File: src/hdl/dslcd_pkg.sv
// Constants, types and helpers shared by the command controller
package dslcd_pkg;
  localparam int AW    = 21;
  localparam int BW    = 4;
  localparam int NBANK = 16;
  localparam int PAW   = 8;
  localparam int RCW   = 4;
  localparam int DW    = 32;
  // ----------------------------------------------------------------
  // Register map
  // ----------------------------------------------------------------
  localparam logic [PAW-1:0] REG_CMD    = 8'h00;
  localparam logic [PAW-1:0] REG_ADDR   = 8'h04;
  localparam logic [PAW-1:0] REG_STATUS = 8'h08;
  localparam logic [PAW-1:0] REG_MODE   = 8'h0c;
  localparam int CMD_BANK_LSB  = 4;
  localparam int CMD_MASK_BIT  = 8;
  localparam int ST_DLLDUE_BIT = 1;
  localparam int ST_RDHOLD_BIT = 2;
  localparam int ST_MRSW_BIT   = 3;
  localparam int ST_REJ_BIT    = 4;
  localparam int ST_BANK_LSB   = 16;
  localparam int MD_MULTI_BIT  = 16;
  localparam int MD_WMODE_LSB  = 17;
  // ----------------------------------------------------------------
  // Mode register fields
  // ----------------------------------------------------------------
  localparam int MR0_LAT_LSB    = 4;
  localparam int MR0_DLL_BIT    = 8;
  localparam int MR0_MUX_BIT    = 9;
  localparam int MR1_DLLRST_BIT = 5;
  localparam int MR1_MULTI_BIT  = 8;
  localparam int MR2_WMODE_LSB  = 3;
  localparam logic [1:0] SEL_MR0    = 2'h0;
  localparam logic [1:0] SEL_MR1    = 2'h1;
  localparam logic [1:0] SEL_MR2    = 2'h2;
  localparam logic [1:0] SEL_NONE   = 2'h3;
  localparam logic [1:0] WMODE_DUAL = 2'h1;
  localparam logic [1:0] WMODE_QUAD = 2'h2;
  localparam logic [AW-1:0] MR0_USED = 21'h0003ff;
  localparam logic [AW-1:0] MR1_USED = 21'h0007ff;
  localparam logic [AW-1:0] MR2_USED = 21'h0007ff;
  localparam int MUXW = 11;
  localparam logic [9:0] DLL_LOCK_CYC = 10'h200;
  typedef enum logic [2:0] {
    OP_NONE  = 3'b000,
    OP_MRS   = 3'b001,
    OP_READ  = 3'b010,
    OP_WRITE = 3'b011,
    OP_AUTO_REFRESH_CMD  = 3'b100
  } dslcd_op_t;
  typedef enum logic {
    ST_IDLE   = 1'b0,
    ST_SECOND = 1'b1
  } dslcd_state_t;
  // Write-enable and refresh-select levels, in that order
  function automatic logic [1:0] dslcd_pins(input dslcd_op_t op);
    case (op)
      OP_READ:  return 2'h3;
      OP_WRITE: return 2'h1;
      OP_AUTO_REFRESH_CMD:  return 2'h2;
      default:  return 2'h0;
    endcase
  endfunction : dslcd_pins
  function automatic logic [NBANK-1:0] dslcd_banks(input dslcd_op_t op, input logic [BW-1:0] ba,
      input logic [AW-1:0] a, input logic multi, input logic [1:0] wmode);
    logic [NBANK-1:0] one;
    one = 16'h0001 << ba;
    if (op == OP_AUTO_REFRESH_CMD && multi)
      return a[NBANK-1:0];
    else if (op == OP_WRITE && wmode == WMODE_DUAL)
      return one | (16'h0001 << (ba ^ 4'h8));
    else if (op == OP_WRITE && wmode == WMODE_QUAD)
      return (16'h1111 << ba[1:0]);
    else if (op == OP_MRS || op == OP_NONE)
      return 16'h0000;
    return one;
  endfunction : dslcd_banks
endpackage : dslcd_pkg

File: src/hdl/dslcd_bank_timers.sv
// Per-bank row cycle countdown timers
`timescale 1ns/1ps
module dslcd_bank_timers #(
  parameter int NB  = 16,
  parameter int CW  = 4
) (
  input  wire logic          mclk,
  input  wire logic          rstn,
  input  wire logic [NB-1:0] load,
  input  wire logic [CW-1:0] rowCycle,
  output logic      [NB-1:0] busy
);
  logic [CW-1:0] cnt_q [NB];
  logic [CW-1:0] cnt_d [NB];
  always_comb
  begin
    for (int i = 0; i < NB; i++)
    begin
      busy[i] = (cnt_q[i] != '0);
      if (load[i])
        cnt_d[i] = rowCycle;
      else if (busy[i])
        cnt_d[i] = cnt_q[i] - 1'b1;
      else
        cnt_d[i] = cnt_q[i];
    end
  end
  always_ff @(posedge mclk)
  begin
    for (int i = 0; i < NB; i++)
      cnt_q[i] <= rstn ? cnt_d[i] : '0;
  end
endmodule : dslcd_bank_timers

File: src/hdl/dslcd_addr_split.sv
// Address pin value for broadside or two-part addressing
`timescale 1ns/1ps
module dslcd_addr_split #(
  parameter int AW = 21,
  parameter int MW = 11
) (
  input  wire logic [AW-1:0] fullAddr,
  input  wire logic          muxMode,
  input  wire logic          second,
  output logic      [AW-1:0] pinAddr
);
  always_comb
  begin
    if (!muxMode)
      pinAddr = fullAddr;
    else if (second)
      pinAddr = {{MW{1'b0}}, fullAddr[AW-1:MW]};
    else
      pinAddr = {{(AW-MW){1'b0}}, fullAddr[MW-1:0]};
  end
endmodule : dslcd_addr_split

File: src/hdl/dslcd_ctrl.sv
// Memory-side command controller with APB register port
`timescale 1ns/1ps
module dslcd_ctrl
  import dslcd_pkg::*;
#(
  parameter int MRS_WAIT_CYC = 12
) (
  input  wire logic                      mclk,
  input  wire logic                      rstn,
  input  wire logic                      psel,
  input  wire logic                      penable,
  input  wire logic                      pwrite,
  input  wire logic [dslcd_pkg::PAW-1:0] paddr,
  input  wire logic [dslcd_pkg::DW-1:0]  pwdata,
  output logic      [dslcd_pkg::DW-1:0]  prdata,
  output logic                           pready,
  output logic                           pslverr,
  output logic                           memResetN,
  output logic                           csN,
  output logic                           weN,
  output logic                           refN,
  output logic      [dslcd_pkg::AW-1:0]  memAddr,
  output logic      [dslcd_pkg::BW-1:0]  memBank,
  output logic                           writeMask
);
  import dslcd_pkg::*;
  localparam logic [7:0] MRS_WAIT = 8'(MRS_WAIT_CYC);
  // ----------------------------------------------------------------
  // State
  // ----------------------------------------------------------------
  dslcd_state_t   state_q, state_d;
  dslcd_op_t      op_q, op_d;
  logic           pend_q, pend_d, rej_q, rej_d, mask_q, mask_d;
  logic [BW-1:0]  bank_q, bank_d;
  logic [AW-1:0]  addr_q, addr_d, sent_q, sent_d;
  logic [AW-1:0]  mr0_q, mr0_d;
  logic           multi_q, multi_d, dllDue_q, dllDue_d;
  logic [1:0]     wmode_q, wmode_d;
  logic [7:0]     mrsCnt_q, mrsCnt_d;
  logic [9:0]     dllCnt_q, dllCnt_d;
  logic           csN_d, weN_d, refN_d, mask_pin_d;
  logic [AW-1:0]  memAddr_d;
  logic [BW-1:0]  memBank_d;
  logic [DW-1:0]  prdata_d;
  logic           pready_d, pslverr_d;
  logic           busy, done, issue, bad, ok, useMux;
  logic [NBANK-1:0] set, bankBusy, load;
  logic [AW-1:0]  issueAddr, splitIn, splitOut;
  // ----------------------------------------------------------------
  // APB slave
  // ----------------------------------------------------------------
  assign busy = pend_q || state_q == ST_SECOND;
  assign done = psel && penable && pready;
  always_comb
  begin
    pready_d  = psel && penable && !pready;
    pslverr_d = 1'b0;
    prdata_d  = '0;
    if (paddr == REG_CMD)
    begin
      pslverr_d = pwrite && (busy || pwdata[2:0] == OP_NONE || pwdata[2:0] > OP_AUTO_REFRESH_CMD);
      prdata_d  = {23'h000000, mask_q, bank_q, 1'b0, op_q};
    end
    else if (paddr == REG_ADDR)
      prdata_d = {11'h000, addr_q};
    else if (paddr == REG_STATUS)
    begin
      prdata_d = {bankBusy, 11'h000, rej_q, mrsCnt_q != '0, dllCnt_q != '0, dllDue_q, busy};
    end
    else if (paddr == REG_MODE)
      prdata_d = {13'h0000, wmode_q, multi_q, 6'h00, mr0_q[9:0]};
    else
      pslverr_d = 1'b1;
    if (!pready_d)
    begin
      pslverr_d = 1'b0;
      prdata_d  = '0;
    end
  end
  // ----------------------------------------------------------------
  // Command engine
  // ----------------------------------------------------------------
  assign set = dslcd_banks(op_q, bank_q, addr_q, multi_q, wmode_q);
  assign useMux = mr0_q[MR0_MUX_BIT] && op_q != OP_AUTO_REFRESH_CMD;
  assign issueAddr = op_q != OP_MRS ? addr_q :
                     bank_q[1:0] == SEL_MR0 ? addr_q & MR0_USED :
                     bank_q[1:0] == SEL_MR1 ? addr_q & MR1_USED : addr_q & MR2_USED;
  assign splitIn = state_q == ST_SECOND ? sent_q : issueAddr;
  always_comb
  begin
    bad = op_q == OP_MRS && (bank_q[1:0] == SEL_NONE || (bank_q[1:0] == SEL_MR0 && !addr_q[MR0_DLL_BIT]
          && addr_q[RCW-1:0] != addr_q[MR0_LAT_LSB +: RCW]));
    if (op_q == OP_MRS)
      ok = bankBusy == '0 && mrsCnt_q == '0;
    else if (op_q == OP_READ)
      ok = (set & bankBusy) == '0 && mrsCnt_q == '0 && dllCnt_q == '0;
    else
      ok = (set & bankBusy) == '0 && mrsCnt_q == '0;
    issue = state_q == ST_IDLE && pend_q && !bad && ok;
  end
  always_comb
  begin
    state_d = state_q;
    op_d = op_q;
    bank_d = bank_q;
    mask_d = mask_q;
    addr_d = addr_q;
    pend_d = pend_q;
    rej_d = rej_q;
    sent_d = sent_q;
    mr0_d = mr0_q;
    multi_d = multi_q;
    wmode_d = wmode_q;
    dllDue_d = dllDue_q;
    mrsCnt_d = mrsCnt_q != '0 ? mrsCnt_q - 1'b1 : mrsCnt_q;
    dllCnt_d = dllCnt_q != '0 ? dllCnt_q - 1'b1 : dllCnt_q;
    load = '0;
    csN_d = 1'b1;
    weN_d = 1'b1;
    refN_d = 1'b1;
    memBank_d = '0;
    mask_pin_d = writeMask;
    memAddr_d = '0;
    if (done && pwrite && !pslverr && paddr == REG_CMD)
    begin
      op_d = dslcd_op_t'(pwdata[2:0]);
      bank_d = pwdata[CMD_BANK_LSB +: BW];
      mask_d = pwdata[CMD_MASK_BIT];
      pend_d = 1'b1;
      rej_d = 1'b0;
    end
    else if (done && pwrite && paddr == REG_ADDR)
      addr_d = pwdata[AW-1:0];
    if (state_q == ST_SECOND)
    begin
      memAddr_d = splitOut;
      state_d = ST_IDLE;
    end
    else if (pend_q && bad)
    begin
      pend_d = 1'b0;
      rej_d = 1'b1;
    end
    else if (issue)
    begin
      pend_d = 1'b0;
      csN_d = 1'b0;
      {weN_d, refN_d} = dslcd_pins(op_q);
      memBank_d = op_q == OP_MRS ? {2'b00, bank_q[1:0]} : bank_q;
      memAddr_d = splitOut;
      mask_pin_d = mask_q;
      sent_d = issueAddr;
      load = set;
      if (useMux)
        state_d = ST_SECOND;
      if (op_q == OP_MRS)
      begin
        mrsCnt_d = MRS_WAIT;
        if (bank_q[1:0] == SEL_MR0)
        begin
          mr0_d = issueAddr;
          if (issueAddr[MR0_DLL_BIT] && !mr0_q[MR0_DLL_BIT])
            dllDue_d = 1'b1;
        end
        else if (bank_q[1:0] == SEL_MR1)
        begin
          multi_d = issueAddr[MR1_MULTI_BIT];
          if (issueAddr[MR1_DLLRST_BIT])
          begin
            dllCnt_d = DLL_LOCK_CYC;
            dllDue_d = 1'b0;
          end
        end
        else
          wmode_d = issueAddr[MR2_WMODE_LSB +: 2];
      end
    end
  end
  dslcd_bank_timers #(
    .NB       (NBANK),
    .CW       (RCW)
  ) u_timers (
    .mclk     (mclk),
    .rstn     (rstn),
    .load     (load),
    .rowCycle (mr0_q[RCW-1:0]),
    .busy     (bankBusy)
  );
  dslcd_addr_split #(
    .AW       (AW),
    .MW       (MUXW)
  ) u_split (
    .fullAddr (splitIn),
    .muxMode  (state_q == ST_SECOND || useMux),
    .second   (state_q == ST_SECOND),
    .pinAddr  (splitOut)
  );
  // ----------------------------------------------------------------
  // Registers
  // ----------------------------------------------------------------
  always_ff @(posedge mclk)
  begin
    if (!rstn)
    begin
      state_q <= ST_IDLE;
      op_q <= OP_NONE;
      {pend_q, rej_q, mask_q, multi_q, dllDue_q} <= '0;
      {bank_q, wmode_q, mrsCnt_q, dllCnt_q} <= '0;
      {addr_q, sent_q, mr0_q, memAddr} <= '0;
      {csN, weN, refN} <= 3'h7;
      {memBank, writeMask, memResetN} <= '0;
      {prdata, pready, pslverr} <= '0;
    end
    else
    begin
      state_q <= state_d;
      op_q <= op_d;
      {pend_q, rej_q, mask_q, multi_q, dllDue_q} <= {pend_d, rej_d, mask_d, multi_d, dllDue_d};
      {bank_q, wmode_q, mrsCnt_q, dllCnt_q} <= {bank_d, wmode_d, mrsCnt_d, dllCnt_d};
      {addr_q, sent_q, mr0_q, memAddr} <= {addr_d, sent_d, mr0_d, memAddr_d};
      {csN, weN, refN} <= {csN_d, weN_d, refN_d};
      {memBank, writeMask, memResetN} <= {memBank_d, mask_pin_d, 1'b1};
      {prdata, pready, pslverr} <= {prdata_d, pready_d, pslverr_d};
    end
  end
endmodule : dslcd_ctrl

File: config.mk
export PLATFORM = sky130hd
export DESIGN_NAME = dslcd_ctrl
export DESIGN_NICKNAME = d
export VERILOG_FILES = /design/src/hdl/dslcd_pkg.sv /design/src/hdl/dslcd_bank_timers.sv /design/src/hdl/dslcd_addr_split.sv /design/src/hdl/dslcd_ctrl.sv
export SDC_FILE = /design/constraint.sdc
export NUM_CORES = 1
export LEC_CHECK = 0
export BUFFER_PORTS_ARGS = -buffer_cell sky130_fd_sc_hd__buf_2
export CORE_ASPECT_RATIO = 1.1
export CORE_MARGIN = 10
export CORE_UTILIZATION = 30
export CTS_BUF_LIST = sky130_fd_sc_hd__clkbuf_8
export CTS_CLUSTER_DIAMETER = 50
export DETAILED_ROUTE_END_ITERATION = 10
export PLACE_DENSITY = 0.45
export SLEW_MARGIN = 20
export SYNTH_ARGS = -nofsm -noshare
export SYNTH_HDL_FRONTEND = slang
export SYNTH_SLANG_ARGS = --single-unit
File: constraint.sdc
create_clock -name mclk -period 3.5 [get_ports mclk]
set_input_delay 0.7 -clock mclk [delete_from_list [all_inputs] [get_ports mclk]]
set_output_delay 0.7 -clock mclk [all_outputs]
set_load 0.02 [all_outputs]
==> run metrics <==
count of hold-fix buffers inserted at cts=0; Post-synth EDFFs=0; data required time of the worst path=roughly 3.9 ns; DRC viols=0; count of routing violations after the opening detailed-route iteration=about 600; total wire length after detailed routing=31.8 mm; count of nets after finishing=1,316; total power density per cell area=about 730 nW/um2; die boundary width=slightly below 200 um; router iterations before antenna repair=5; boundary pin count=109; max-slew violation count=0; Finish-stage setup viols=0; startpoint-to-endpoint class of the critical path=register to register; endpoints failing hold=0; Routed WL per cell=approximately 19 um; FF-to-FF Start=u_timers.cnt_q[12][0]; maximum net fanout on the critical path=11; Clock transition at path regs=0.06 ns; clock buffer depth=3; number of flip-flops and latches in the synthesized netlist=slightly above 200; residual overflow from global routing=0; library cell used as clock root buffer=clkbuf_8; time the worst path needs with I/O delays and setup=3.14 ns; number of global-route vias before repair=about 8,500; effective utilization at floorplan=0.304; first-pass GRT wire length=49.9 mm; register-to-register setup slack=0.36 ns; max-capacitance violation count=0; number of antenna violations at the first check in global routing=0; top cells by area in the synthesized netlist=dfxtp_1 (41%), nand2_1 (6.9%), mux2i_1 (5.8%); most used flip-flop cell after synthesis=dfxtp_1; Worst Skew=about 0.03 ns; Row Count=69; Max-Slew Margin vs Limit=0.364; overall die area=40,300 um2; Worst Tran Pin Value=0.954 ns; Synth Instances=1,110; cells on worst reg2reg path=11; CTS buffer count=37; Critical path origin=u_timers.cnt_q[12][0]; average instance area after synthesis=8.84 um2; Leakage=between 4 and 5 nW; post-synth net total=approximately 1,200; setup repair after global routing missed its margin=false; Syn-to-layout area delta=19.6%; number of warnings reported in the yosys synthesis log=0; worst vdd ir=about 0.36 mV; hold path depth=3; Layout Utilization=0.363; CP Launch Type=register; Detail Placement HPWL=22.7 mm; Crit. End Element=register; floorplan die height=210 um; CTS HTree Levels=2; non-filler cells, final=between 1,500 and 2,000; routability-driven placement congestion ratio=0.866; maximum number of pins on one net before global-route repair=90; highest attainable clock frequency=between 300 and 400 MHz; worst min path class=input pin to register; overall fraction of global-route tracks in use=0.157; arrival time worst endpoint=roughly 3.5 ns; Setup Total Neg Slack=0 ns; result of the run=finished, final reports clean; portion of the post-synthesis area used by sequential elements=0.412; antenna-violating nets left=0; share of the synthesized area in the top cell type=0.412; fraction of synthesis flops using an asynchronous set or reset pin=0; via count=approximately 8,400; number of sinks handled by clock tree synthesis=roughly 200; number of port buffers=97; fraction of final layout cells with drive strength greater than 1=0.191; Post-Synthesis Cell Area=9810 um2; startpoint of the worst hold path=pwdata[20]; Diodes inserted=0; number of library cell types mapped by synthesis=68; cell total after placement=approximately 1,600; clock tree from TritonCTS=done; core area=roughly 32,000 um2; portion of the clock cycle consumed by the worst path in the final layout=0.896; via/cell ratio=just under 5; clk_lat worst skew=approximately 0.56 ns; post-synth top area cell=dfxtp_1
## routing by layer
layer  part of all wire  track usage
met1               0.45        0.195
met5                  0            0
met3              0.042       0.0302
met2               0.48        0.264
met4              0.029       0.0575
## metrics by stage
stage	worst slack [ns]	power, mW	hold slack [ns]	cell area [um2]
2_1_floorplan	0.723	5.15	0.425	9810
3_3_place_gp	0.277	6.21	0.442	11000
3_5_place_dp	0.225	6.24	0.450	11000
4_1_cts	0.209	8.57	0.362	11700
5_1_grt	0.143	9.19	0.379	11700
6_report	0.363	8.55	0.394	11700
## flip-flops by register name, summed over array words and instances (netlist names), 2 cells and up
signal,count
addr_q,21
memBank,4
sent_q,10
mr0_q,10
wmode_q,2
dllCnt_q,10
prdata,32
op_q,3
mrsCnt_q,8
bank_q,4
memAddr,21
u_timers.cnt_q,64
## cell type report
class,instances,area [um2]
clock buffer,49,674
inverter,42,158
tap,426,533
multi-input combinational,801,5310
clock inverter,17,76.3
sequential,202,4040
timing repair buffer,153,933
fill,3406,20600
## worst max-delay path, cell delays in order (launching register included)
cell	delay, ns
dfxtp_1	0.33
inv_1	0.08
ha_1	0.18
nor3b_1	0.51
nand4_1	0.23
nor4_2	0.38
a21oi_1	0.18
nor3_4	0.23
buf_4	0.25
nand4_1	0.15
nand2_1	0.39
a211oi_1	0.10
## synthesized netlist by cell type, drive strengths merged, types with 3 or more instances
library cell and instances:
nor3b 31, a221oi 3, mux2i 57, xnor2 41, nand2 179, or3 24, a32o 32, nand3 21
a21oi 19, inv 41, nor3 28, and2 10, a22oi 6, a2111oi 5, nor2b 22, and3 4
or3b 3, nor4 6, a21boi 38, clkbuf 45, and3b 3, nor2 74, a21o 19, buf 20
o21ai 56, dfxtp 202, o211ai 22, nand4 10, xor2 6, ha 34, o221ai 4, nand2b 12
o21a 4
## cells in the final DEF (no fill, tap or decap), drive strengths merged, types with 12 or more instances in the layout
cell | netlist | final
clkbuf | 45 | 49
or3 | 24 | 24
o21ai | 56 | 56
dfxtp | 202 | 202
nor2b | 22 | 22
a21boi | 38 | 38
xnor2 | 41 | 41
o211ai | 22 | 22
ha | 34 | 34
a32o | 32 | 32
nand2b | 12 | 12
nand3 | 21 | 21
nor2 | 74 | 74
nor3b | 31 | 31
nor3 | 28 | 28
a21o | 19 | 19
a21oi | 19 | 19
mux2i | 57 | 57
buf | 20 | 153
nand2 | 179 | 179
inv | 41 | 52
## repair_timing
item	CTS	global route
setup buffers	0	0
gates resized for setup	0	1
setup endpoints to repair	0	5
## report_power, final
group	switching [mW]	internal, mW	total [mW]	leakage (nW)
Combinational	1.86	1.64	3.49	2.67
Sequential	0.210	2.58	2.79	1.63
Clock	1.02	1.25	2.27	0.427
## worst paths after layout
check | end
worst max-delay path | dllCnt_q[1]
worst min-delay path | addr_q[20]
worst max register to register | dllCnt_q[1]
worst min register to register | memAddr[4]
## logic make-up (layout without fill, tap and decap cells)
group | after synthesis | in the layout | synth area share
mux | 60 | 60 | 0.0628
simple gates | 435 | 435 | 0.221
flops | 202 | 202 | 0.412
xor+xnor | 47 | 47 | 0.0420
compound gates | 225 | 225 | 0.170
buf+inv | 107 | 261 | 0.0486
fa+ha+maj | 34 | 34 | 0.0434
No activity file was read; power rests on OpenSTA's default activity.
